$ cat src/hdl/acs_pkg.sv
// What this block does
// - mask bits 31..16 select cells, bit 31 cell 1, bit 16 cell 16
// - a set cell bit converts and reports that cell, a clear bit skips it
// - mask bits 15..8 select auxiliary inputs, bit 15 is input zero
// - bit 7 digital die temp, bit 6 analog die temp, bit 5 1.8 V supply
// - bit 2 converts and reports the 4.5 V reference, then ground
// - bit 1 sum monitor: twice the sample count, only their average reported
// - sum monitor with its enable clear measures ground instead
// - bit 0 selects pump monitor, ground measured instead when its enable is clear
// - order flag affects only cell and auxiliary averaging
// - repeat mode: all samples per channel, first cell or aux sample waits settle period
// - cycling mode: one sample per cell or aux channel per pass, cells, aux; rest as repeat
// - cycling mode waits voltage or auxiliary settle before sampling
// - high-side period times analog temp, ref, pump, sum, repeat cells
// - general period times digital temp and supply, repeat aux; no avg
// - count codes 0..5 give 1..32 samples; codes 6 and 7 act as code 5, 32 samples
// - samples averaged and convergent rounded to 16 bits
// - results sent high byte first, top mask bit first, unselected none
// - mask or setup written with the command is used by that command
package acs_pkg;
    // ---------------------------------------------------------------
    // register map
    // ---------------------------------------------------------------
    localparam logic [7:0] ACS_MASK_ADDR_B3 = 8'h03;
    localparam logic [7:0] ACS_MASK_ADDR_B2 = 8'h04;
    localparam logic [7:0] ACS_MASK_ADDR_B1 = 8'h05;
    localparam logic [7:0] ACS_MASK_ADDR_B0 = 8'h06;
    localparam logic [7:0] ACS_OVS_ADDR = 8'h07;
    localparam logic [31:0] ACS_MASK_RESET = 32'h0000_0000;
    localparam logic [7:0] ACS_OVS_RESET = 8'h00;
    localparam logic [7:0] ACS_RSVD_CLEAR = 8'he7;
    // ---------------------------------------------------------------
    // field positions
    // ---------------------------------------------------------------
    localparam int ACS_CELL_MSB = 31;
    localparam int ACS_AUX_MSB = 15;
    localparam int ACS_GT_BIT = 7;
    localparam int ACS_HT_BIT = 6;
    localparam int ACS_V18_BIT = 5;
    localparam int ACS_REF_BIT = 2;
    localparam int ACS_MOD_BIT = 1;
    localparam int ACS_PUMP_BIT = 0;
    localparam int ACS_ORDER_BIT = 7;
    localparam int ACS_HPER_LSB = 5;
    localparam int ACS_GPER_LSB = 3;
    localparam logic [2:0] ACS_CNT_MAX = 3'h5;
    // ---------------------------------------------------------------
    // conversion slots, in report order
    // ---------------------------------------------------------------
    localparam int ACS_NCELL = 16;
    localparam int ACS_NAUX = 8;
    localparam logic [4:0] ACS_SLOT_AUX = 5'h10;
    localparam logic [4:0] ACS_SLOT_GT = 5'h18;
    localparam logic [4:0] ACS_SLOT_HT = 5'h19;
    localparam logic [4:0] ACS_SLOT_V18 = 5'h1a;
    localparam logic [4:0] ACS_SLOT_REF = 5'h1b;
    localparam logic [4:0] ACS_SLOT_GND = 5'h1c;
    localparam logic [4:0] ACS_SLOT_MOD = 5'h1d;
    localparam logic [4:0] ACS_SLOT_PUMP = 5'h1e;
    localparam logic [4:0] ACS_SLOT_NONE = 5'h1f;
    localparam logic [1:0] ACS_GRP_CELL = 2'h0;
    localparam logic [1:0] ACS_GRP_AUX = 2'h1;
    localparam logic [1:0] ACS_GRP_REST = 2'h2;
    // ---------------------------------------------------------------
    // period selects toward the converter
    // ---------------------------------------------------------------
    localparam logic [1:0] ACS_PER_VOL = 2'h0;
    localparam logic [1:0] ACS_PER_AUX = 2'h1;
    localparam logic [1:0] ACS_PER_HIGH = 2'h2;
    localparam logic [1:0] ACS_PER_GEN = 2'h3;
    typedef enum logic [4:0] {
        ACS_ST_IDLE = 5'h01,
        ACS_ST_PICK = 5'h02,
        ACS_ST_CONV = 5'h04,
        ACS_ST_LOAD = 5'h08,
        ACS_ST_SEND = 5'h10
    } acs_state_type;
endpackage

$ cat src/hdl/acs_channel_sequencer.sv
`timescale 1ns/1ps
module acs_channel_sequencer #(
    parameter int ACC_W = 22
) (
    // clock and reset
    input wire logic core_clk,
    input wire logic rst_n,
    // register access from the frame decoder
    input wire logic reg_wr_en,
    input wire logic reg_rd_en,
    input wire logic [7:0] reg_addr,
    input wire logic [7:0] reg_wdata,
    output logic [7:0] reg_rdata,
    // command
    input wire logic cmd_start,
    input wire logic cmd_respond,
    output logic cmd_busy,
    // test configuration enables
    input wire logic cell_sum_monitor_enable,
    input wire logic pump_monitor_enable,
    // converter
    output logic adc_start,
    output logic [4:0] adc_channel,
    output logic [1:0] adc_period_sel,
    output logic [1:0] high_side_avg_period,
    output logic [1:0] general_avg_period,
    input wire logic adc_done,
    input wire logic [15:0] adc_data,
    // result bytes
    output logic res_valid,
    output logic [7:0] res_byte,
    input wire logic res_ready
);
    import acs_pkg::*;

    // ---------------------------------------------------------------
    // functions
    // ---------------------------------------------------------------
    function automatic logic [30:0] slot_vec(input logic [31:0] m);
        logic [30:0] v;
        v = '0;
        for (int i = 0; i < ACS_NCELL; i++) begin
            v[i] = m[ACS_CELL_MSB - i];
        end
        for (int i = 0; i < ACS_NAUX; i++) begin
            v[int'(ACS_SLOT_AUX) + i] = m[ACS_AUX_MSB - i];
        end
        v[ACS_SLOT_GT] = m[ACS_GT_BIT];
        v[ACS_SLOT_HT] = m[ACS_HT_BIT];
        v[ACS_SLOT_V18] = m[ACS_V18_BIT];
        v[ACS_SLOT_REF] = m[ACS_REF_BIT];
        v[ACS_SLOT_GND] = m[ACS_REF_BIT];
        v[ACS_SLOT_MOD] = m[ACS_MOD_BIT];
        v[ACS_SLOT_PUMP] = m[ACS_PUMP_BIT];
        return v;
    endfunction

    function automatic logic [4:0] first_sel(input logic [30:0] v,
            input logic [4:0] from, input logic [4:0] hi);
        logic [4:0] r;
        r = ACS_SLOT_NONE;
        for (int i = 30; i >= 0; i--) begin
            if (v[i] && 5'(i) >= from && 5'(i) <= hi) begin
                r = 5'(i);
            end
        end
        return r;
    endfunction

    function automatic logic [15:0] round_avg(input logic [ACC_W-1:0] a,
            input logic [2:0] sh);
        logic [ACC_W-1:0] q;
        logic [ACC_W-1:0] rem;
        logic [ACC_W-1:0] half;
        q = a >> sh;
        rem = a - (q << sh);
        half = (sh == 3'h0) ? '0 : ({{(ACC_W-1){1'b0}}, 1'b1} << (sh - 3'h1));
        if (sh != 3'h0 && (rem > half || (rem == half && q[0]))) begin
            q = q + ACC_W'(1);
        end
        return q[15:0];
    endfunction

    // ---------------------------------------------------------------
    // registers
    // ---------------------------------------------------------------
    logic [31:0] mask_q;
    logic [31:0] mask_d;
    logic [7:0] ovs_q;
    logic [7:0] ovs_d;
    logic [7:0] rdata_q;

    always_comb begin
        mask_d = mask_q;
        ovs_d = ovs_q;
        if (reg_wr_en) begin
            case (reg_addr)
                ACS_MASK_ADDR_B3: mask_d[31:24] = reg_wdata;
                ACS_MASK_ADDR_B2: mask_d[23:16] = reg_wdata;
                ACS_MASK_ADDR_B1: mask_d[15:8] = reg_wdata;
                ACS_MASK_ADDR_B0: mask_d[7:0] = reg_wdata & ACS_RSVD_CLEAR;
                ACS_OVS_ADDR: ovs_d = reg_wdata;
                default: ;
            endcase
        end
    end

    always_ff @(posedge core_clk or negedge rst_n) begin
        if (!rst_n) begin
            mask_q <= ACS_MASK_RESET;
            ovs_q <= ACS_OVS_RESET;
        end else begin
            mask_q <= mask_d;
            ovs_q <= ovs_d;
        end
    end

    always_ff @(posedge core_clk or negedge rst_n) begin
        if (!rst_n) begin
            rdata_q <= 8'h00;
        end else if (reg_rd_en) begin
            case (reg_addr)
                ACS_MASK_ADDR_B3: rdata_q <= mask_q[31:24];
                ACS_MASK_ADDR_B2: rdata_q <= mask_q[23:16];
                ACS_MASK_ADDR_B1: rdata_q <= mask_q[15:8];
                ACS_MASK_ADDR_B0: rdata_q <= mask_q[7:0];
                ACS_OVS_ADDR: rdata_q <= ovs_q;
                default: rdata_q <= 8'h00;
            endcase
        end
    end

    assign reg_rdata = rdata_q;
    assign high_side_avg_period = ovs_q[ACS_HPER_LSB +: 2];
    assign general_avg_period = ovs_q[ACS_GPER_LSB +: 2];

    // ---------------------------------------------------------------
    // sequencer
    // ---------------------------------------------------------------
    acs_state_type state_q;
    logic [30:0] run_sel_q;
    logic [2:0] code_q;
    logic cyc_q;
    logic respond_q;
    logic [4:0] slot_q;
    logic [1:0] grp_q;
    logic [5:0] pass_q;
    logic [6:0] samp_q;
    logic [4:0] conv_slot_q;
    logic first_q;
    logic last_q;
    logic start_q;
    logic [4:0] chan_q;
    logic [1:0] per_q;
    logic lo_q;
    logic valid_q;
    logic [7:0] byte_q;
    logic [ACC_W-1:0] acc_mem [0:30];
    logic [15:0] res_mem [0:30];

    logic cyc_act;
    logic [4:0] grp_hi;
    logic [4:0] nxt;
    logic [5:0] n_pass;
    logic [6:0] cnt_slot;
    logic [2:0] sh_slot;
    logic first_smp;
    logic last_smp;
    logic [1:0] per_sel;
    logic [4:0] chan_sel;
    logic [ACC_W-1:0] acc_new;
    logic [2:0] code_d;

    assign code_d = (ovs_d[2:0] > ACS_CNT_MAX) ? ACS_CNT_MAX : ovs_d[2:0];
    assign cyc_act = cyc_q && (grp_q != ACS_GRP_REST);
    assign grp_hi = (grp_q == ACS_GRP_CELL) ? ACS_SLOT_AUX - 5'h1 :
        (grp_q == ACS_GRP_AUX) ? ACS_SLOT_GT - 5'h1 : ACS_SLOT_PUMP;
    assign nxt = first_sel(run_sel_q, slot_q, grp_hi);
    assign n_pass = 6'h01 << code_q;

    always_comb begin
        cnt_slot = 7'h01 << code_q;
        sh_slot = code_q;
        if (nxt == ACS_SLOT_GT) begin
            cnt_slot = 7'h01;
            sh_slot = 3'h0;
        end else if (nxt == ACS_SLOT_MOD) begin
            cnt_slot = 7'h02 << code_q;
            sh_slot = code_q + 3'h1;
        end
    end

    assign first_smp = cyc_act ? (pass_q == 6'h00) : (samp_q == 7'h00);
    assign last_smp = cyc_act ? (pass_q == n_pass - 6'h01) :
        (samp_q == cnt_slot - 7'h01);

    always_comb begin
        if (cyc_act) begin
            per_sel = (grp_q == ACS_GRP_CELL) ? ACS_PER_VOL : ACS_PER_AUX;
        end else if (nxt < ACS_SLOT_AUX) begin
            per_sel = first_smp ? ACS_PER_VOL : ACS_PER_HIGH;
        end else if (nxt < ACS_SLOT_GT) begin
            per_sel = first_smp ? ACS_PER_AUX : ACS_PER_GEN;
        end else if (nxt == ACS_SLOT_GT || nxt == ACS_SLOT_V18) begin
            per_sel = ACS_PER_GEN;
        end else begin
            per_sel = ACS_PER_HIGH;
        end
    end

    always_comb begin
        chan_sel = nxt;
        if (nxt == ACS_SLOT_MOD && !cell_sum_monitor_enable) begin
            chan_sel = ACS_SLOT_GND;
        end else if (nxt == ACS_SLOT_PUMP && !pump_monitor_enable) begin
            chan_sel = ACS_SLOT_GND;
        end
    end

    assign acc_new = first_q ? ACC_W'(adc_data) :
        acc_mem[conv_slot_q] + ACC_W'(adc_data);

    always_ff @(posedge core_clk or negedge rst_n) begin
        if (!rst_n) begin
            state_q <= ACS_ST_IDLE;
            run_sel_q <= '0;
            code_q <= 3'h0;
            cyc_q <= 1'b0;
            respond_q <= 1'b0;
            slot_q <= 5'h00;
            grp_q <= ACS_GRP_REST;
            pass_q <= 6'h00;
            samp_q <= 7'h00;
            conv_slot_q <= 5'h00;
            first_q <= 1'b0;
            last_q <= 1'b0;
            start_q <= 1'b0;
            chan_q <= 5'h00;
            per_q <= ACS_PER_VOL;
            lo_q <= 1'b0;
            valid_q <= 1'b0;
            byte_q <= 8'h00;
        end else begin
            start_q <= 1'b0;
            case (state_q)
                ACS_ST_IDLE: begin
                    if (cmd_start) begin
                        run_sel_q <= slot_vec(mask_d);
                        code_q <= code_d;
                        cyc_q <= ovs_d[ACS_ORDER_BIT];
                        respond_q <= cmd_respond;
                        slot_q <= 5'h00;
                        grp_q <= ovs_d[ACS_ORDER_BIT] ? ACS_GRP_CELL :
                            ACS_GRP_REST;
                        pass_q <= 6'h00;
                        samp_q <= 7'h00;
                        state_q <= ACS_ST_PICK;
                    end
                end
                ACS_ST_PICK: begin
                    if (nxt == ACS_SLOT_NONE) begin
                        if (cyc_act && pass_q != n_pass - 6'h01) begin
                            pass_q <= pass_q + 6'h01;
                            slot_q <= (grp_q == ACS_GRP_CELL) ? 5'h00 :
                                ACS_SLOT_AUX;
                        end else if (cyc_act) begin
                            pass_q <= 6'h00;
                            grp_q <= grp_q + 2'h1;
                            slot_q <= (grp_q == ACS_GRP_CELL) ? ACS_SLOT_AUX :
                                ACS_SLOT_GT;
                        end else begin
                            slot_q <= 5'h00;
                            state_q <= respond_q ? ACS_ST_LOAD : ACS_ST_IDLE;
                        end
                    end else begin
                        start_q <= 1'b1;
                        chan_q <= chan_sel;
                        per_q <= per_sel;
                        conv_slot_q <= nxt;
                        first_q <= first_smp;
                        last_q <= last_smp;
                        slot_q <= nxt;
                        state_q <= ACS_ST_CONV;
                    end
                end
                ACS_ST_CONV: begin
                    if (adc_done) begin
                        state_q <= ACS_ST_PICK;
                        if (cyc_act || last_q) begin
                            samp_q <= 7'h00;
                            slot_q <= slot_q + 5'h01;
                        end else begin
                            samp_q <= samp_q + 7'h01;
                        end
                    end
                end
                ACS_ST_LOAD: begin
                    if (nxt == ACS_SLOT_NONE) begin
                        state_q <= ACS_ST_IDLE;
                    end else begin
                        byte_q <= res_mem[nxt][15:8];
                        valid_q <= 1'b1;
                        lo_q <= 1'b0;
                        slot_q <= nxt;
                        state_q <= ACS_ST_SEND;
                    end
                end
                ACS_ST_SEND: begin
                    if (res_ready && !lo_q) begin
                        byte_q <= res_mem[slot_q][7:0];
                        lo_q <= 1'b1;
                    end else if (res_ready) begin
                        valid_q <= 1'b0;
                        slot_q <= slot_q + 5'h01;
                        state_q <= ACS_ST_LOAD;
                    end
                end
                default: state_q <= ACS_ST_IDLE;
            endcase
        end
    end

    // ---------------------------------------------------------------
    // accumulation and rounding
    // ---------------------------------------------------------------
    logic [2:0] conv_sh;
    assign conv_sh = (conv_slot_q == ACS_SLOT_GT) ? 3'h0 :
        (conv_slot_q == ACS_SLOT_MOD) ? code_q + 3'h1 : code_q;

    always_ff @(posedge core_clk) begin
        if (state_q == ACS_ST_CONV && adc_done) begin
            acc_mem[conv_slot_q] <= acc_new;
            if (last_q) begin
                res_mem[conv_slot_q] <= round_avg(acc_new, conv_sh);
            end
        end
    end

    assign adc_start = start_q;
    assign adc_channel = chan_q;
    assign adc_period_sel = per_q;
    assign res_valid = valid_q;
    assign res_byte = byte_q;
    assign cmd_busy = (state_q != ACS_ST_IDLE);
endmodule

$ cat config.mk
export PLATFORM = sky130hd
export DESIGN_NAME = acs_channel_sequencer
export DESIGN_NICKNAME = d
export VERILOG_FILES = /design/src/hdl/acs_pkg.sv /design/src/hdl/acs_channel_sequencer.sv
export SDC_FILE = /design/constraint.sdc
export NUM_CORES = 2
export LEC_CHECK = 0
export BUFFER_PORTS_ARGS = -buffer_cell sky130_fd_sc_hd__buf_2
export CAP_MARGIN = 10
export CORE_AREA = 2 2 393 239
export CTS_CLUSTER_SIZE = 12
export DETAILED_ROUTE_END_ITERATION = 10
export DIE_AREA = 0 0 395 241
export MAX_ROUTING_LAYER = met4
export PLACE_DENSITY = 0.79
export REMOVE_ABC_BUFFERS = 1
export SLEW_MARGIN = 15
export SYNTH_ARGS = -nofsm -noshare
export SYNTH_HDL_FRONTEND = slang
export SYNTH_SLANG_ARGS = --single-unit
$ cat constraint.sdc
create_clock -name core_clk -period 13.9 [get_ports core_clk]
set_input_delay 0.695 -clock core_clk [delete_from_list [all_inputs] [get_ports core_clk]]
set_output_delay 0.695 -clock core_clk [all_outputs]
set_load 0.05 [all_outputs]
# == After elaboration in Yosys (flattened, before gate mapping) ==
# Memory sizes are Yosys's and may differ from the RTL's.
# Cells that the tools add are included.
# Widths: inputs -> output; s select.
# word_totals
ff_bits,132
mem_bits_rw,1178
inputBits,42
out_inout_bits,30
word_cells,356
n_memories,2
# memory_table
name,words,word_bits,rd,rd_clocked_by_memory_dff,write_ports,line,rtl
acc_mem,31,22,1,0,1,acs_channel_sequencer.sv:158,logic [ACC_W-1:0] acc_mem [0:30];
res_mem,31,16,2,0,1,acs_channel_sequencer.sv:159,logic [15:0] res_mem [0:30];
# op_classes
add_sub_neg,11
n_lt_le_gt_ge,66
eq_ne,37
shifts,6
mux,116
bitwise,1
reduce_logical,95
# op_table
op,n
$mux 5,51
$ge 5x5->1 const A,15
$le 5x5->1 const A,15
$logic_and 1x1->1,70
$mux 8,8
$pmux 5 s5,2
$mux 16,3
$mux 22,2
$eq 5x5->1 const B,8
$ge 4x5->1 const A,8
$le 4x5->1 const A,8
$pmux 8 s5,1
$mux 7,5
$eq 8x3->1 const B,4
$mux 32,1
$mux 6,4
$add 22x16->22,1
$eq 22x22->1,1
$gt 22x22->1,1
$ne 2x2->1 const B,11
$shl 1x3->22 const A,1
$shl 22x3->22,1
$shr 22x3->22,1
$sub 22x22->22,1
56 further kinds,109

# == Logic depth before layout (Yosys ltp) ==
# depth
word_depth,42
mapped_depth,44
depth_no_buf,35

# == Least setup slack after synthesis ==
# OpenSTA, ideal clock, no wires.
# synth_path
path_kind,register to register
startpoint,reg conv_slot_q[0]
endpoint,"mem res_mem[0][14], data pin"
setup_time_ns,0.382
t_arrival_ns,10.545
required_time_ns,13.518
path_slack_ns,2.973
path_stages_with_launch,43
path_buffers,9
period_less_slack_ns,10.927
cell_sequence,dfrtp_1 > buf_6 > buf_8 > buf_6 > buf_6 > buf_2 > buf_2 > buf_2 > buf_2 > mux2i_1 > o21ai_0 > a22oi_1 > nand4_1 > ha_1 > fa_1 > a211oi_1 > nor2_1 > o31ai_1 > (+7 left out) > ha_1 > or3_1 > or2_2 > a21oi_1 > xnor2_1 > ha_1 > nand4_1 > nor2_1 > o22ai_1 > nor3_1 > nand4_1 > a2111oi_0 > nand4_1 > o21a_1 > buf_2 > nand3_1 > nor3_1 > xnor2_1
# synth_via
elab_chain_len,13
word_cells_on_any_way,24
cone_classes,add/sub: 4; order compare: 1; eq/ne: 3; shift: 3; mux: 7; reduce/logical: 5; memory: 1
# synth_rtl
item,line,rtl
"start, declared",acs_channel_sequencer.sv:149,logic [4:0] conv_slot_q;
"start signal, assigned",acs_channel_sequencer.sv:279,conv_slot_q <= nxt;
$mem_v2 31x22 *,-,
$add 22x16->22 *,acs_channel_sequencer.sv:221,acc_mem[conv_slot_q] + ACC_W'(adc_data);
$mux 22 *,acs_channel_sequencer.sv:220,assign acc_new = first_q ? ACC_W'(adc_data) :
named net acc_new[4],acs_channel_sequencer.sv:171,logic [ACC_W-1:0] acc_new;
"parallel branches: the longest is 7 deep, another holds $sub 22x22->22",-,
$mux 16 *,acs_channel_sequencer.sv:78,if (sh != 3'h0 && (rem > half || (rem == half && q[0]))) begin
$mux 16 *,acs_channel_sequencer.sv:333,if (last_q) begin
$mux 16 *,acs_channel_sequencer.sv:331,if (state_q == ACS_ST_CONV && adc_done) begin
"end, declared",acs_channel_sequencer.sv:159,
# Mark *: on every way through the listed nets, which the timed path passes. The select of a mux whose other input is x is not followed.

# == Worst setup path in the final report ==
# layout_path
startpoint,reg conv_slot_q[0]
endpoint,"mem res_mem[30][11], data pin"
# layout_via
elab_chain_len,13
word_cells_on_any_way,24
cone_classes,add/sub: 4; order compare: 1; eq/ne: 3; shift: 3; mux: 7; reduce/logical: 5; memory: 1
# layout_rtl
item,line
"parallel branches: the longest is 10 deep, another holds $mem_v2 31x22",-
$mux 16 *,acs_channel_sequencer.sv:78
$mux 16 *,acs_channel_sequencer.sv:333
$mux 16 *,acs_channel_sequencer.sv:331
# Every way passes the cells marked *. The select of a mux whose other input is x is not followed.

==> results.cfg <==
[outcome]
status = complete, no violations

[drt]
via_count = 36800
drc = 0
vias_per_cell = 7.08
dr.pass1.iters = 9
routed_wl_um = 163000
wire_per_inst_um = 31.4
drt_iter0_markers = 6323
drtAntennaViolNets = 0

[critical_path]
critPathKind = reg -> reg
critical_path_required_ns = 14.32
r2r_setup_slack_ns = 2.39
cp-startpoint = conv_slot_q[0]
r2r_end = res_mem[30][11]
arrival_ns = 11.93
endpoint_kind = flop
crit_fanout = 110
r2r_start = conv_slot_q[0]
ff2ff_path_depth = 33
startpoint_type = flop
critical_path.max_stage_delay_ns = 0.90
crit_slowest_cell = dfrtp_4

[sta]
period_share_pct = 82.8
slew_headroom_pct = 18.3
fin_skew_ns = 0.0654
hold_viol_final = 0
min_period_ns = 11.51
fmax_mhz = 86.9
rsz0062_at_grt = no
drv_slew = 0
whs_ns = 0.0337
finalSetupViolCount = 0
tightest_slew_ns = 1.21

[logic_synthesis]
synth-edff-count = 1178
synth_top_family_by_area = multiplexers
synthAdderAreaFrac_pct = 1.49
synth_area_per_cell_um2 = 15.1
muxShareOfSynthArea_pct = 10.6
synth_compound_area_share_pct = 9.81
synthTopCellsByCount = edfxtp_1 (1178), nand2_1 (308), nor2_1 (208)
yosysTopAreaCell = edfxtp_1
yosys.area_share.simple_pct = 7.63
yosysWarnings = 0
ys_ff_latch = 1309
syn_inst = 3792
synth.distinct_cells = 120
async_flop_share_pct = 10.0
ys_seq_area_share_pct = 67.4
yosysTopAreaCellShare_pct = 61.7
synth_area_mm2 = 0.0574
synth_ff_type = edfxtp_1
synth.most_common_cell = edfxtp_1
synth_xor_area_share_pct = 0.779
synthTopCellsByArea = edfxtp_1 (62%), mux4_2 (5.9%), dfrtp_1 (5.6%)

[placed_design]
routabilityCongestion = 1.01
dp_hpwl_um = 101000
place_area_mm2 = 0.0596
io_buffers = 71

[cts]
cts.reportedPaths.clkPinSlew_ns = 0.06
clockBufferDepth = 3
clockRootBuffer = clkbuf_16
postCtsHoldBufs = 0
clock_sinks = 1309
cts_inserted_buffers = 121
cts_resized = 0
clock_latency_ns = 0.78
post-cts-setup-buffers = 0
cts_tree = done
h-tree-depth = 3

[grt]
grt_use_total_pct = 35.5
grt_max_degree = 111
antenna_found_initial = 2
overflow = 0
grt_pass1_vias = 34200
grt_pass1_wl_um = 236000

[floorplan]
design.portCount = 72
core-area_mm2 = 0.0914
fp.dieW_um = 395
die-area_mm2 = 0.0952
start_util_pct = 62.8
die_h_um = 241
rows = 86

[flow_run]
drv_cap = 0

[finish]
drive_above_1_share_pct = 18.0
final_cell_area_mm2 = 0.0632
fill_cells = 5905
multi_input_area_mm2 = 0.0179
areaGrowthSynthToFinish_pct = 10.1
seqCellArea_mm2 = 0.0387
fin_nets = 4000

[power]
powerDensity_mw_per_mm2 = 248
ir_worst_vdd_mv = 0.229
p_total_mw = 15.7
leakage_nw = 21.4

[min_path]
hp-class = in -> async
## flip-flops by register name (all words and copies together), names as in the netlist, 6 cells and up
name / count
acc_mem: 682
mask_q: 30
ovs_q: 8
pass_q: 6
reg_rdata: 8
res_byte: 8
res_mem: 496
run_sel_q: 30
samp_q: 7
## metal layers
metal / global-route usage [%] / routed length, um / vias up
li1: - / - / 15200
met1: 53.2 / 64700 / 18300
met2: 46.1 / 66500 / 2925
met3: 12.7 / 27700 / 330
met4: 8.86 / 4290 / 0
met5: - / 0 / -
## where the power goes
group	leakage, nW	total, mW	internal (mW)	switching [mW]
Combinational	7.38	7.35	2.42	4.93
Clock	1.66	3.05	1.64	1.42
Sequential	12.4	5.28	5.12	0.160
Total	21.4	15.7	9.18	6.51
## kinds of logic (layout without fill, tap and decap cells)
family	Yosys count	in the layout
flops	1309	1309
simple gates	878	878
fa+ha+maj	67	67
compound gates	793	793
xor+xnor	51	51
other cells	1	2
mux	408	408
buf+inv	285	451
## per-stage QoR
stage	setup slack, ns	instances	utilization, %	TNS, ns
floorplan	-2.96	3581	-	-1365.92
global placement	2.57	4997	65.2	0
detailed placement	2.40	4997	65.2	0
CTS	2.24	5187	69.0	0
global route	1.36	5191	69.1	0
finish	2.39	5191	69.1	0
## worst max path at each step
stage,to,cells after the start
CTS,res_mem[16][13],33
global route,res_mem[16][11],33
finish,res_mem[30][11],33
floorplan,res_mem[0][14],32
global placement,res_mem[21][8],34
detailed placement,res_mem[25][13],33
## critical path, delay by kind of cell, from the launching register on
kind                       cells  cell delay [ns]
AOI/OAI and AO/OA             13             3.90
and+or+nand+nor               12             2.02
buffers and inverters          2             1.35
adders and majority gates      3             1.05
xor gates and xnor gates       2             0.94
DFF                            1             0.90
muxes                          1             0.64
## layout make-up
cell class	count	share of cell area, %
Antenna cell	1	0.00396
Clock buffer	180	5.19
Clock inverter	10	0.313
Inverter	74	0.440
Multi-Input combinational cell	2198	28.4
Sequential cell	1309	61.2
Tap cell	1232	2.44
Timing Repair Buffer	187	2.02
## placed cells by master, fill, tap and decap left out, drive strengths merged, types with 14 or more instances in the layout
cell type | netlist | layout
edfxtp | 1178 | 1178
o21ai | 169 | 169
buf | 119 | 187
nor3 | 44 | 44
o221ai | 25 | 25
a22oi | 93 | 93
a21o | 19 | 19
a21boi | 14 | 14
mux2i | 159 | 159
nor2b | 23 | 23
o22ai | 55 | 55
ha | 65 | 65
or3 | 21 | 21
mux4 | 151 | 151
xor2 | 22 | 22
nand2 | 311 | 311
a21oi | 107 | 107
nand4 | 38 | 38
and2 | 21 | 21
nor2 | 213 | 213
and3 | 18 | 18
o211ai | 29 | 29
nand3 | 58 | 58
nand2b | 26 | 26
a31oi | 32 | 32
inv | 73 | 75
o31ai | 16 | 16
mux2 | 98 | 98
nor3b | 19 | 19
o21a | 15 | 15
a211oi | 36 | 36
dfrtp | 129 | 129
xnor2 | 29 | 29
a221oi | 52 | 52
clkbuf | 92 | 180
No activity file was read; power rests on OpenSTA's default activity.
